`src/readback_pkg.sv`:
```
// Purpose: Constants, types and helpers for the configuration read-back engine
// Assumes: One clock, host pins synchronised before use
// Notes: Slot opcodes and controller register indexes are local choices
// Behaviour
// RULE_01 - Bridge register read blocks further commands until its response returns.
// RULE_02 - Host sends 32-bit beats of a bridge read payload from bits 127:96 down.
// RULE_03 - Input and output bus never carry data together; device sets direction.
// RULE_04 - One frame per read command, blocks back to back, gaps between frames; the engine strobes a block at most every other cycle.
// RULE_05 - Host disables scrubbing before memory read-back; register reads always allowed.
// RULE_06 - Bits MSB to LSB within a word; words go out lowest first.
// RULE_07 - Every read returns a full 128-bit packet, zero padded.
// RULE_08 - Width 128: register value on bits 31:0, bits 127:32 zero.
// RULE_09 - Width 32: value in one beat, then three zero beats.
// RULE_10 - Width 16: bits 15:0, then 31:16, then six zero beats.
// RULE_11 - Width 8: four bytes lowest first, then twelve zero beats.
// RULE_12 - Width 1: bit 0 through bit 31, then 96 zero beats.
// RULE_13 - Two-stage data pipe: frame data emerges two read commands later.
// RULE_14 - Clock-enable command starts clocking the second-stage data registers.
// RULE_15 - Clock-disable stops them; later reads drain what remains in the pipe.
// RULE_16 - Host writes the frame address register before each frame read.
// RULE_17 - Single frame: enable, address, read, disable, read, read captures frame.
// RULE_18 - Multi-frame: first two reads discarded, then frame k-2, disable, two reads.
// RULE_19 - Host captures read data only while read-valid is high.
// RULE_20 - A register read command sits in the last slot of its payload.
// RULE_21 - Device drives output-enable low while the shared bus must output.
// RULE_22 - Host holds active-low chip select low to present commands.
// RULE_23 - Read-valid stays low for discarded responses and padding beats.
package readback_pkg;

	localparam int unsigned PAY_W = 128;
	localparam int unsigned SLOT_W = 32;
	localparam int unsigned FRAME_BLOCKS = 73;
	localparam int unsigned OP_LO = 28;
	localparam logic [15:0] CREG_FRAME_ADDR = 16'h0000;
	localparam logic [15:0] CREG_SCRATCH = 16'h0001;
	localparam logic [15:0] CREG_STATUS = 16'h0002;

	typedef enum logic [2:0] {
		WID_1 = 3'h0,
		WID_8 = 3'h1,
		WID_16 = 3'h2,
		WID_32 = 3'h3,
		WID_128 = 3'h4
	} width_t;

	typedef enum logic [3:0] {
		OP_NOP = 4'h0,
		OP_REG_WRITE = 4'h1,
		OP_REG_READ = 4'h2,
		OP_BRIDGE_READ = 4'h3,
		OP_CLK_ENABLE = 4'h4,
		OP_CLK_DISABLE = 4'h5,
		OP_MEM_READ = 4'h6
	} op_t;

	typedef enum logic [1:0] {
		ENT_FRAME = 2'h0,
		ENT_REG = 2'h1,
		ENT_DISCARD = 2'h2
	} ent_t;

	typedef struct packed {
		ent_t kind;
		logic [PAY_W-1:0] data;
	} entry_t;

	typedef struct packed {
		logic valid;
		logic [31:0] addr;
	} pipe_slot_t;

	// Bits carried per beat
	function automatic logic [7:0] width_bits(width_t w);
		case (w)
			WID_8: width_bits = 8'h08;
			WID_16: width_bits = 8'h10;
			WID_32: width_bits = 8'h20;
			WID_128: width_bits = 8'h80;
			default: width_bits = 8'h01;
		endcase
	endfunction

	// Beats per 128-bit packet
	function automatic logic [7:0] pkt_beats(width_t w);
		case (w)
			WID_8: pkt_beats = 8'h10;
			WID_16: pkt_beats = 8'h08;
			WID_32: pkt_beats = 8'h04;
			WID_128: pkt_beats = 8'h01;
			default: pkt_beats = 8'h80;
		endcase
	endfunction

	// Beats holding a 32-bit register value
	function automatic logic [7:0] reg_beats(width_t w);
		case (w)
			WID_8: reg_beats = 8'h04;
			WID_16: reg_beats = 8'h02;
			WID_32: reg_beats = 8'h01;
			WID_128: reg_beats = 8'h01;
			default: reg_beats = 8'h20;
		endcase
	endfunction

	function automatic logic [PAY_W-1:0] low_chunk(width_t w, logic [PAY_W-1:0] d);
		case (w)
			WID_8: low_chunk = {120'h0, d[7:0]};
			WID_16: low_chunk = {112'h0, d[15:0]};
			WID_32: low_chunk = {96'h0, d[31:0]};
			WID_128: low_chunk = d;
			default: low_chunk = {127'h0, d[0]};
		endcase
	endfunction

endpackage

```
`src/two_entry_buffer.sv`:
```
// Purpose: Two-entry valid/ready buffer
// Assumes: Single clock, asynchronous active-low reset
// Notes: Full when both entries hold data
`timescale 1ns/1ns
module two_entry_buffer #(
	parameter int unsigned W = 8
) (
	input wire logic clk_in,
	input wire logic arst_n_in,
	input wire logic in_valid_in,
	output logic in_ready_out,
	input wire logic [W-1:0] in_data_in,
	output logic out_valid_out,
	input wire logic out_ready_in,
	output logic [W-1:0] out_data_out
);
	logic [W-1:0] mem_r [0:1];
	logic [W-1:0] mem_nxt [0:1];
	logic wr_r, wr_nxt, rd_r, rd_nxt;
	logic [1:0] cnt_r, cnt_nxt;
	logic push, pop;

	assign in_ready_out = (cnt_r != 2'h2);
	assign out_valid_out = (cnt_r != 2'h0);
	assign out_data_out = mem_r[rd_r];
	assign push = in_valid_in && in_ready_out;
	assign pop = out_valid_out && out_ready_in;

	always_comb begin
		mem_nxt[0] = mem_r[0];
		mem_nxt[1] = mem_r[1];
		if (push) begin
			mem_nxt[wr_r] = in_data_in;
		end
		wr_nxt = push ? ~wr_r : wr_r;
		rd_nxt = pop ? ~rd_r : rd_r;
		cnt_nxt = cnt_r + {1'b0, push} - {1'b0, pop};
	end

	always_ff @(posedge clk_in or negedge arst_n_in) begin
		if (!arst_n_in) begin
			mem_r[0] <= '0;
			mem_r[1] <= '0;
			wr_r <= 1'b0;
			rd_r <= 1'b0;
			cnt_r <= 2'h0;
		end else begin
			mem_r[0] <= mem_nxt[0];
			mem_r[1] <= mem_nxt[1];
			wr_r <= wr_nxt;
			rd_r <= rd_nxt;
			cnt_r <= cnt_nxt;
		end
	end
endmodule // two_entry_buffer

```
`src/config_readback_engine.sv`:
```
// Purpose: Host-port command interpreter and read-back engine
// Assumes: Host pins asynchronous to CLK_IN; fabric and bridge on CLK_IN
// Notes: Fabric returns block data in the same cycle as FRAME_RD_OUT
`timescale 1ns/1ns
module config_readback_engine
	import readback_pkg::*;
#(
	parameter int unsigned BLOCKS = FRAME_BLOCKS
) (
	input wire logic CLK_IN,
	input wire logic ARST_N_IN,
	input wire logic CS_N_IN,
	input wire logic [2:0] WIDTH_SEL_IN,
	input wire logic HOST_READY_IN,
	input wire logic [PAY_W-1:0] DQ_IN,
	output logic [PAY_W-1:0] DQ_OUT,
	output logic DQ_OE_OUT,
	output logic DQ_OEN_N_OUT,
	output logic DQ_VALID_OUT,
	output logic CMD_READY_OUT,
	output logic FABRIC_CLK_EN_OUT,
	output logic FRAME_RD_OUT,
	output logic [31:0] FRAME_ADDR_OUT,
	output logic [7:0] FRAME_BLOCK_OUT,
	input wire logic [PAY_W-1:0] FRAME_DATA_IN,
	output logic BRIDGE_RD_OUT,
	output logic [23:0] BRIDGE_ADDR_OUT,
	input wire logic BRIDGE_RESP_VALID_IN,
	input wire logic [31:0] BRIDGE_RESP_DATA_IN
);
	typedef enum logic [2:0] {
		ST_IDLE = 3'b000,
		ST_EXEC = 3'b001,
		ST_FETCH = 3'b011,
		ST_DRAIN = 3'b010,
		ST_PUSH = 3'b110,
		ST_BWAIT = 3'b111
	} state_t;

	// ----------------------------------------------------------------
	// Pin synchronisers
	// ----------------------------------------------------------------
	logic cs_n_s1, cs_n_s2, rdy_s1, rdy_s2;
	logic [2:0] wid_s1, wid_s2;
	logic [PAY_W-1:0] dq_s1, dq_s2;

	always_ff @(posedge CLK_IN or negedge ARST_N_IN) begin
		if (!ARST_N_IN) begin
			cs_n_s1 <= 1'b1;
			cs_n_s2 <= 1'b1;
			rdy_s1 <= 1'b0;
			rdy_s2 <= 1'b0;
			wid_s1 <= 3'h0;
			wid_s2 <= 3'h0;
			dq_s1 <= '0;
			dq_s2 <= '0;
		end else begin
			cs_n_s1 <= CS_N_IN;
			cs_n_s2 <= cs_n_s1;
			rdy_s1 <= HOST_READY_IN;
			rdy_s2 <= rdy_s1;
			wid_s1 <= WIDTH_SEL_IN;
			wid_s2 <= wid_s1;
			dq_s1 <= DQ_IN;
			dq_s2 <= dq_s1;
		end
	end

	// ----------------------------------------------------------------
	// Command state
	// ----------------------------------------------------------------
	state_t st_r, st_nxt;
	width_t width_r, width_nxt;
	logic [PAY_W-1:0] pay_r, pay_nxt;
	logic [7:0] beat_r, beat_nxt, blk_r, blk_nxt;
	logic [1:0] slot_r, slot_nxt;
	logic wr_pend_r, wr_pend_nxt, clk_en_r, clk_en_nxt, rd_r, rd_nxt, discard_r, discard_nxt;
	logic brd_r, brd_nxt;
	logic [15:0] wr_addr_r, wr_addr_nxt;
	logic [31:0] frame_addr_r, frame_addr_nxt, scratch_r, scratch_nxt, fetch_addr_r, fetch_addr_nxt;
	logic [23:0] baddr_r, baddr_nxt;
	pipe_slot_t stage1_r, stage1_nxt, stage2_r, stage2_nxt;
	entry_t hold_r, hold_nxt, buf_in, buf_out;
	logic buf_in_valid, buf_in_ready, buf_out_valid, buf_pop, ser_idle, out_dir_r, out_dir_nxt;
	logic [31:0] slot, reg_val;
	logic [6:0] slot_base;

	assign slot_base = {~slot_r, 5'h00};
	assign slot = pay_r[slot_base +: SLOT_W];

	always_comb begin
		case (slot[15:0])
			CREG_FRAME_ADDR: reg_val = frame_addr_r;
			CREG_SCRATCH: reg_val = scratch_r;
			CREG_STATUS: reg_val = {29'h0, stage2_r.valid, stage1_r.valid, clk_en_r};
			default: reg_val = 32'h0;
		endcase
	end

	always_comb begin
		st_nxt = st_r;
		width_nxt = width_r;
		pay_nxt = pay_r;
		beat_nxt = beat_r;
		blk_nxt = blk_r;
		slot_nxt = slot_r;
		wr_pend_nxt = wr_pend_r;
		wr_addr_nxt = wr_addr_r;
		clk_en_nxt = clk_en_r;
		rd_nxt = 1'b0;
		brd_nxt = 1'b0;
		baddr_nxt = baddr_r;
		discard_nxt = discard_r;
		frame_addr_nxt = frame_addr_r;
		scratch_nxt = scratch_r;
		fetch_addr_nxt = fetch_addr_r;
		stage1_nxt = stage1_r;
		stage2_nxt = stage2_r;
		hold_nxt = hold_r;
		buf_in_valid = 1'b0;
		buf_in = hold_r;
		unique case (st_r)
			ST_IDLE: begin
				if (beat_r == 8'h00) begin
					width_nxt = width_t'(wid_s2);
				end
				if (!cs_n_s2 && !out_dir_r) begin // see RULE_22, see RULE_03
					pay_nxt = (pay_r << width_bits(width_r)) | low_chunk(width_r, dq_s2); // see RULE_02
					beat_nxt = beat_r + 8'h01;
					if (beat_r == pkt_beats(width_r) - 8'h01) begin
						beat_nxt = 8'h00;
						slot_nxt = 2'h0;
						st_nxt = ST_EXEC;
					end
				end
			end
			ST_EXEC: begin
				st_nxt = (slot_r == 2'h3) ? ST_DRAIN : ST_EXEC;
				slot_nxt = slot_r + 2'h1;
				if (wr_pend_r) begin
					wr_pend_nxt = 1'b0;
					if (wr_addr_r == CREG_FRAME_ADDR) begin
						frame_addr_nxt = slot; // see RULE_16
					end else if (wr_addr_r == CREG_SCRATCH) begin
						scratch_nxt = slot;
					end
				end else begin
					case (op_t'(slot[SLOT_W-1:OP_LO]))
						OP_REG_WRITE: begin
							wr_pend_nxt = 1'b1;
							wr_addr_nxt = slot[15:0];
						end
						OP_REG_READ: begin
							hold_nxt = '{kind: ENT_REG, data: {96'h0, reg_val}}; // see RULE_07
							st_nxt = ST_PUSH;
						end
						OP_BRIDGE_READ: begin
							brd_nxt = 1'b1;
							baddr_nxt = slot[23:0];
							st_nxt = ST_BWAIT; // see RULE_01
						end
						OP_CLK_ENABLE: clk_en_nxt = 1'b1; // see RULE_14
						OP_CLK_DISABLE: clk_en_nxt = 1'b0; // see RULE_15
						OP_MEM_READ: begin
							// Oldest stage answers, new address always enters but is valid only while clocked
							fetch_addr_nxt = stage2_r.addr; // see RULE_13
							discard_nxt = !stage2_r.valid; // see RULE_23
							stage2_nxt = stage1_r;
							stage1_nxt = '{valid: clk_en_r, addr: frame_addr_r}; // see RULE_14, see RULE_15
							blk_nxt = 8'h00;
							st_nxt = ST_FETCH;
						end
						default: ;
					endcase
				end
			end
			ST_BWAIT: begin
				if (BRIDGE_RESP_VALID_IN) begin
					hold_nxt = '{kind: ENT_REG, data: {96'h0, BRIDGE_RESP_DATA_IN}}; // see RULE_01
					st_nxt = ST_PUSH;
				end
			end
			ST_PUSH: begin
				buf_in_valid = 1'b1;
				if (buf_in_ready) begin
					st_nxt = (slot_r == 2'h0) ? ST_DRAIN : ST_EXEC;
				end
			end
			ST_FETCH: begin
				// One frame per command, block strobes at most every other cycle
				if (discard_r) begin
					buf_in = '{kind: ENT_DISCARD, data: '0};
					buf_in_valid = 1'b1;
					if (buf_in_ready) begin
						blk_nxt = blk_r + 8'h01;
					end
				end else begin
					buf_in = '{kind: ENT_FRAME, data: FRAME_DATA_IN}; // see RULE_04
					buf_in_valid = rd_r;
					if (!rd_r && buf_in_ready && blk_r != BLOCKS[7:0]) begin
						rd_nxt = 1'b1;
						blk_nxt = blk_r + 8'h01;
					end
				end
				if (blk_r == BLOCKS[7:0] && !rd_r) begin
					st_nxt = (slot_r == 2'h0) ? ST_DRAIN : ST_EXEC;
				end
			end
			ST_DRAIN: begin
				if (!buf_out_valid && ser_idle) begin
					st_nxt = ST_IDLE;
				end
			end
			default: st_nxt = ST_IDLE;
		endcase
	end

	always_ff @(posedge CLK_IN or negedge ARST_N_IN) begin
		if (!ARST_N_IN) begin
			st_r <= ST_IDLE;
			width_r <= WID_1;
			pay_r <= '0;
			beat_r <= 8'h00;
			blk_r <= 8'h00;
			slot_r <= 2'h0;
			wr_pend_r <= 1'b0;
			wr_addr_r <= 16'h0000;
			clk_en_r <= 1'b0;
			rd_r <= 1'b0;
			brd_r <= 1'b0;
			baddr_r <= 24'h000000;
			discard_r <= 1'b0;
			frame_addr_r <= 32'h0;
			scratch_r <= 32'h0;
			fetch_addr_r <= 32'h0;
			stage1_r <= '0;
			stage2_r <= '0;
			hold_r <= '0;
		end else begin
			st_r <= st_nxt;
			width_r <= width_nxt;
			pay_r <= pay_nxt;
			beat_r <= beat_nxt;
			blk_r <= blk_nxt;
			slot_r <= slot_nxt;
			wr_pend_r <= wr_pend_nxt;
			wr_addr_r <= wr_addr_nxt;
			clk_en_r <= clk_en_nxt;
			rd_r <= rd_nxt;
			brd_r <= brd_nxt;
			baddr_r <= baddr_nxt;
			discard_r <= discard_nxt;
			frame_addr_r <= frame_addr_nxt;
			scratch_r <= scratch_nxt;
			fetch_addr_r <= fetch_addr_nxt;
			stage1_r <= stage1_nxt;
			stage2_r <= stage2_nxt;
			hold_r <= hold_nxt;
		end
	end

	assign CMD_READY_OUT = (st_r == ST_IDLE) && !out_dir_r;
	assign FABRIC_CLK_EN_OUT = clk_en_r;
	assign FRAME_RD_OUT = rd_r;
	assign FRAME_ADDR_OUT = fetch_addr_r;
	assign FRAME_BLOCK_OUT = blk_r - 8'h01;
	assign BRIDGE_RD_OUT = brd_r;
	assign BRIDGE_ADDR_OUT = baddr_r;

	two_entry_buffer #(
		.W($bits(entry_t))
	) u_buf (
		.clk_in(CLK_IN),
		.arst_n_in(ARST_N_IN),
		.in_valid_in(buf_in_valid),
		.in_ready_out(buf_in_ready),
		.in_data_in(buf_in),
		.out_valid_out(buf_out_valid),
		.out_ready_in(buf_pop),
		.out_data_out(buf_out)
	);

	// ----------------------------------------------------------------
	// Output serializer
	// ----------------------------------------------------------------
	logic [PAY_W-1:0] sh_r, sh_nxt, dq_r, dq_nxt;
	logic [7:0] left_r, left_nxt, sbeat_r, sbeat_nxt;
	ent_t kind_r, kind_nxt;
	logic vld_r, vld_nxt;

	assign ser_idle = (left_r == 8'h00);
	assign buf_pop = ser_idle && buf_out_valid;

	always_comb begin
		sh_nxt = sh_r;
		dq_nxt = dq_r;
		left_nxt = left_r;
		sbeat_nxt = sbeat_r;
		kind_nxt = kind_r;
		vld_nxt = 1'b0;
		out_dir_nxt = out_dir_r;
		if (buf_pop) begin
			sh_nxt = buf_out.data;
			kind_nxt = buf_out.kind;
			left_nxt = pkt_beats(width_r); // see RULE_07
			sbeat_nxt = 8'h00;
			out_dir_nxt = 1'b1; // see RULE_21
		end else if (!ser_idle && rdy_s2) begin
			// Low chunk first across beats, natural order inside a beat
			dq_nxt = low_chunk(width_r, sh_r); // see RULE_06, see RULE_08, see RULE_12
			sh_nxt = sh_r >> width_bits(width_r);
			left_nxt = left_r - 8'h01;
			sbeat_nxt = sbeat_r + 8'h01;
			vld_nxt = (kind_r == ENT_FRAME) || (kind_r == ENT_REG && sbeat_r < reg_beats(width_r)); // see RULE_09, see RULE_10, see RULE_11, see RULE_23
		end else if (st_r == ST_IDLE) begin
			out_dir_nxt = 1'b0; // see RULE_03
		end
	end

	always_ff @(posedge CLK_IN or negedge ARST_N_IN) begin
		if (!ARST_N_IN) begin
			sh_r <= '0;
			dq_r <= '0;
			left_r <= 8'h00;
			sbeat_r <= 8'h00;
			kind_r <= ENT_DISCARD;
			vld_r <= 1'b0;
			out_dir_r <= 1'b0;
		end else begin
			sh_r <= sh_nxt;
			dq_r <= dq_nxt;
			left_r <= left_nxt;
			sbeat_r <= sbeat_nxt;
			kind_r <= kind_nxt;
			vld_r <= vld_nxt;
			out_dir_r <= out_dir_nxt;
		end
	end

	assign DQ_OUT = dq_r;
	assign DQ_VALID_OUT = vld_r; // see RULE_19
	assign DQ_OE_OUT = out_dir_r;
	assign DQ_OEN_N_OUT = !out_dir_r; // see RULE_21
endmodule // config_readback_engine

```
`config.mk`:
```
export PLATFORM = sky130hd
export DESIGN_NAME = config_readback_engine
export DESIGN_NICKNAME = d
export VERILOG_FILES = /design/src/readback_pkg.sv /design/src/two_entry_buffer.sv /design/src/config_readback_engine.sv
export SDC_FILE = /design/constraint.sdc
export NUM_CORES = 2
export LEC_CHECK = 0
export BUFFER_PORTS_ARGS = -buffer_cell sky130_fd_sc_hd__buf_2
export CELL_PAD_IN_SITES_DETAIL_PLACEMENT = 0
export CELL_PAD_IN_SITES_GLOBAL_PLACEMENT = 2
export CORE_MARGIN = 3
export CORE_UTILIZATION = 44
export CTS_BUF_LIST = sky130_fd_sc_hd__clkbuf_8
export DETAILED_ROUTE_END_ITERATION = 16
export PLACE_DENSITY = 0.93
export SKIP_CTS_REPAIR_TIMING = 1
export SLEW_MARGIN = 20
export SYNTH_ARGS = -nofsm -noshare
export SYNTH_HDL_FRONTEND = slang
export SYNTH_HIERARCHICAL = 1
export SYNTH_SLANG_ARGS = --single-unit
```
`constraint.sdc`:
```
create_clock -name CLK_IN -period 5.87 [get_ports CLK_IN]
set_clock_uncertainty 0.1 [all_clocks]
set_input_delay 0.2935 -clock CLK_IN [delete_from_list [all_inputs] [get_ports CLK_IN]]
set_output_delay 0.2935 -clock CLK_IN [all_outputs]
set_load 0.02 [all_outputs]
```
==> flow_metrics.tcl <==
set metrics [dict create \
    cts_tree "done" \
    finalHoldViolCount 0 \
    min_path_type "primary input to flip-flop" \
    cpLargestDelayFamily "simple AND/OR/NAND/NOR gates" \
    clk_latency_ps 980 \
    cts_sinks 1198 \
    coreArea_mm2 0.127 \
    worst_setup_path_start_kind "flip-flop" \
    holdPathStages 5 \
    synth_top_area_cell "dfrtp_1" \
    slowest_stage "nor3_1" \
    irDropWorstVdd_mv 0.512 \
    drt-initial-drc-count 7220 \
    powerDensity_mw_per_mm2 450 \
    synthArstFlopShare_pct 100 \
    crit_buf_inv 2 \
    synth_edf_count 0 \
    maxSlewViolCount 0 \
    yosysUniqueCellTypes 82 \
    status "completed" \
    timing.final.crit_share_pct 77.2 \
    utilization_pct 54.4 \
    dp_hpwl_mm 147 \
    dp_cells 7093 \
    path_cells "inv_2 -> nor2_1 -> nand2_1 -> ha_4 -> nor4bb_4 -> buf_4 -> nor2_2 -> nand2_1 -> nor3_1 -> a21oi_1 -> nand3_1" \
    num-nets-final 6385 \
    dieArea_mm2 0.133 \
    fin_cells 7898 \
    synth_most_common_cell "dfrtp_1" \
    die_w_um 365 \
    rsz0062_at_grt "false" \
    ys_ff_latch 1198 \
    regToRegSetupSlack_ps 1340 \
    fin_hold_ws_ps 143 \
    worstPathRequired_ps 6670 \
    cellLeakagePower_nw 33.2 \
    max_freq_mhz 221 \
    grt-ovfl-total 0 \
    clock_path_buffers 3 \
    vias_per_cell 6.20 \
    hold_path_end "hold_r[18]" \
    rr_endpoint "sh_r[14]" \
    ys.flop_type "dfrtp_1" \
    cpPeakStageDelay_ps 640 \
    r2r_cells 11 \
    critical_path_class "flip-flop to flip-flop" \
    rr_startpoint "width_r[0]" \
    timing.setup.tns_ps 0 \
    grt_pass1_vias 45100 \
    worst_pin_slew_ps 1080 \
    wirelength_mm 224 \
    crit_top_cell "nand2_1" \
    relSlewSlack_pct 28.0 \
    cts_buffers 199 \
    grt_max_degree 190 \
    drtPass1Iterations 10 \
    synth.cell_area_mm2 0.0566 \
    htreeDepth 4 \
    drc 0 \
    pin_count 495 \
    cp-startpoint "width_r[0]" \
    worstHoldStart "BRIDGE_RESP_DATA_IN[18]" \
    gp_congestion 0.965 \
    seq_area_frac_synth_pct 53.0 \
    final_layout_size_suffix_gt1_share_pct 23.4 \
    grt_usage_pct 31.9 \
    setup_viol_count_final 0 \
    syn_nets 5606 \
    wl_per_cell_um 28.3 \
    path_clk_slew_ps 70 \
    critPathMaxFanout 38 \
    synth_area_leaders "dfrtp_1 (53%), mux2_2 (8.7%), nand2_1 (5.2%)" \
    fp.dieH_um 365 \
    fin_crit_ps 4530 \
    ant_nets 0 \
    end_kind "flip-flop" \
    syn_to_final_growth_pct 21.8 \
    numPortBuffers 494 \
    arrival_ps 5330 \
    rows 130 \
    grt_pass1_wl_mm 314 \
    initial_core_util_pct 44.7 \
    synth_cells 5295 \
    avgSynthCellArea_um2 10.7 \
    antenna_found_initial 8 \
    maxCapViolCount 0 \
    ys_warn_count 6 \
    synth_common_cells "dfrtp_1 (1195), nand2_1 (788), mux2_2 (437)" \
    vias 49000 \
    synth_top_area_share_pct 52.8 \
    ctsRootBufferMaster "clkbuf_8" \
]
## stage by stage
| stage | total power [W] | worst slack (ps) | instance area (um^2) |
|---|---|---|---|
| 5_1_grt | 0.0322 | 1070 | 68900 |
| 3_3_place_gp | 0.0226 | 1640 | 60500 |
| 6_report | 0.0311 | 1340 | 69000 |
| 2_1_floorplan | 0.0179 | 2280 | 56600 |
| 4_1_cts | 0.0303 | 1470 | 64600 |
| 3_5_place_dp | 0.0227 | 1520 | 60500 |
## placed cells by master (no fill, tap or decap), drive strengths merged, types with 17 or more instances in the layout
cell	Yosys	layout
clkinv	2	33
buf	153	596
a22o	36	36
o221ai	38	38
a221oi	82	82
inv	52	134
a21oi	176	176
o211ai	68	68
o21ai	387	387
mux2i	152	152
nor3	30	30
and3	115	115
dfrtp	1195	1195
o21a	45	45
mux4	34	34
clkbuf	294	246
a31oi	70	70
nand3	125	125
nand2	788	788
a221o	30	30
o221a	18	18
nand2b	17	17
nor2	301	301
a211oi	41	41
mux2	593	593
a22oi	63	63
a222oi	35	35
o31ai	22	22
dlygate4sd3	0	429
o22ai	83	83
## layer usage
layer	routed length, um	global-route usage [%]
met3	26400	10.2
met1	94300	47.2
met5	0	0
met4	7890	10.5
met2	95100	44.0
## power breakdown
| part | internal [W] | total, W | switching (W) |
|---|---|---|---|
| Clock | 0.00400 | 0.00768 | 0.00368 |
| Combinational | 0.00426 | 0.0122 | 0.00799 |
| Sequential | 0.00918 | 0.0111 | 0.00195 |
| Total | 0.0174 | 0.0311 | 0.0136 |
## registers in the layout, summed over array words and instances (netlist names), 16 cells and up
name,flops
wr_addr_r,16
BRIDGE_ADDR_OUT,24
sh_r,128
u_buf/mem_r,260
stage2_r,33
FRAME_ADDR_OUT,32
dq_s1,128
hold_r,33
dq_s2,128
stage1_r,33
frame_addr_r,32
DQ_OUT,128
pay_r,128
scratch_r,32
## worst max path at each step
stage,to,slack [ps],cells past startpoint
floorplan,pay_r[31],2280,16
global placement,sh_r[1],1640,12
detailed placement,sh_r[3],1520,12
CTS,sh_r[3],1470,12
global route,sh_r[3],1070,12
finish,sh_r[14],1340,11
## worst reg2reg max path, cell delays in order, from the launching register on
cell,delay [ps]
dfrtp_2,410
inv_2,500
nor2_1,250
nand2_1,270
ha_4,560
nor4bb_4,110
buf_4,270
nor2_2,580
nand2_1,320
nor3_1,640
a21oi_1,280
nand3_1,160
## layout make-up
cell class | count | area (um^2)
clock inverters | 121 | 748
clock buffers | 246 | 3390
well taps | 1650 | 2060
multi-input cells | 3596 | 24700
repair buffers | 1025 | 7810
flip-flops and latches | 1198 | 30000
diodes | 8 | 20.0
inverters | 54 | 213
fillers | 11100 | 57700
## cell families (layout without fill, tap and decap cells)
| family | after synthesis | count (layout) | share of synthesized area [%] |
|---|---|---|---|
| simple gates | 1461 | 1461 | 11.1 |
| compound gates | 1311 | 1311 | 15.6 |
| flops | 1198 | 1198 | 53.0 |
| mux | 779 | 779 | 15.9 |
| buf+inv | 501 | 1446 | 3.67 |
| xor+xnor | 29 | 29 | 0.449 |
| fa+ha+maj | 16 | 16 | 0.349 |
| other cells | 0 | 8 | 0 |
(Power assumes the default switching activity.)
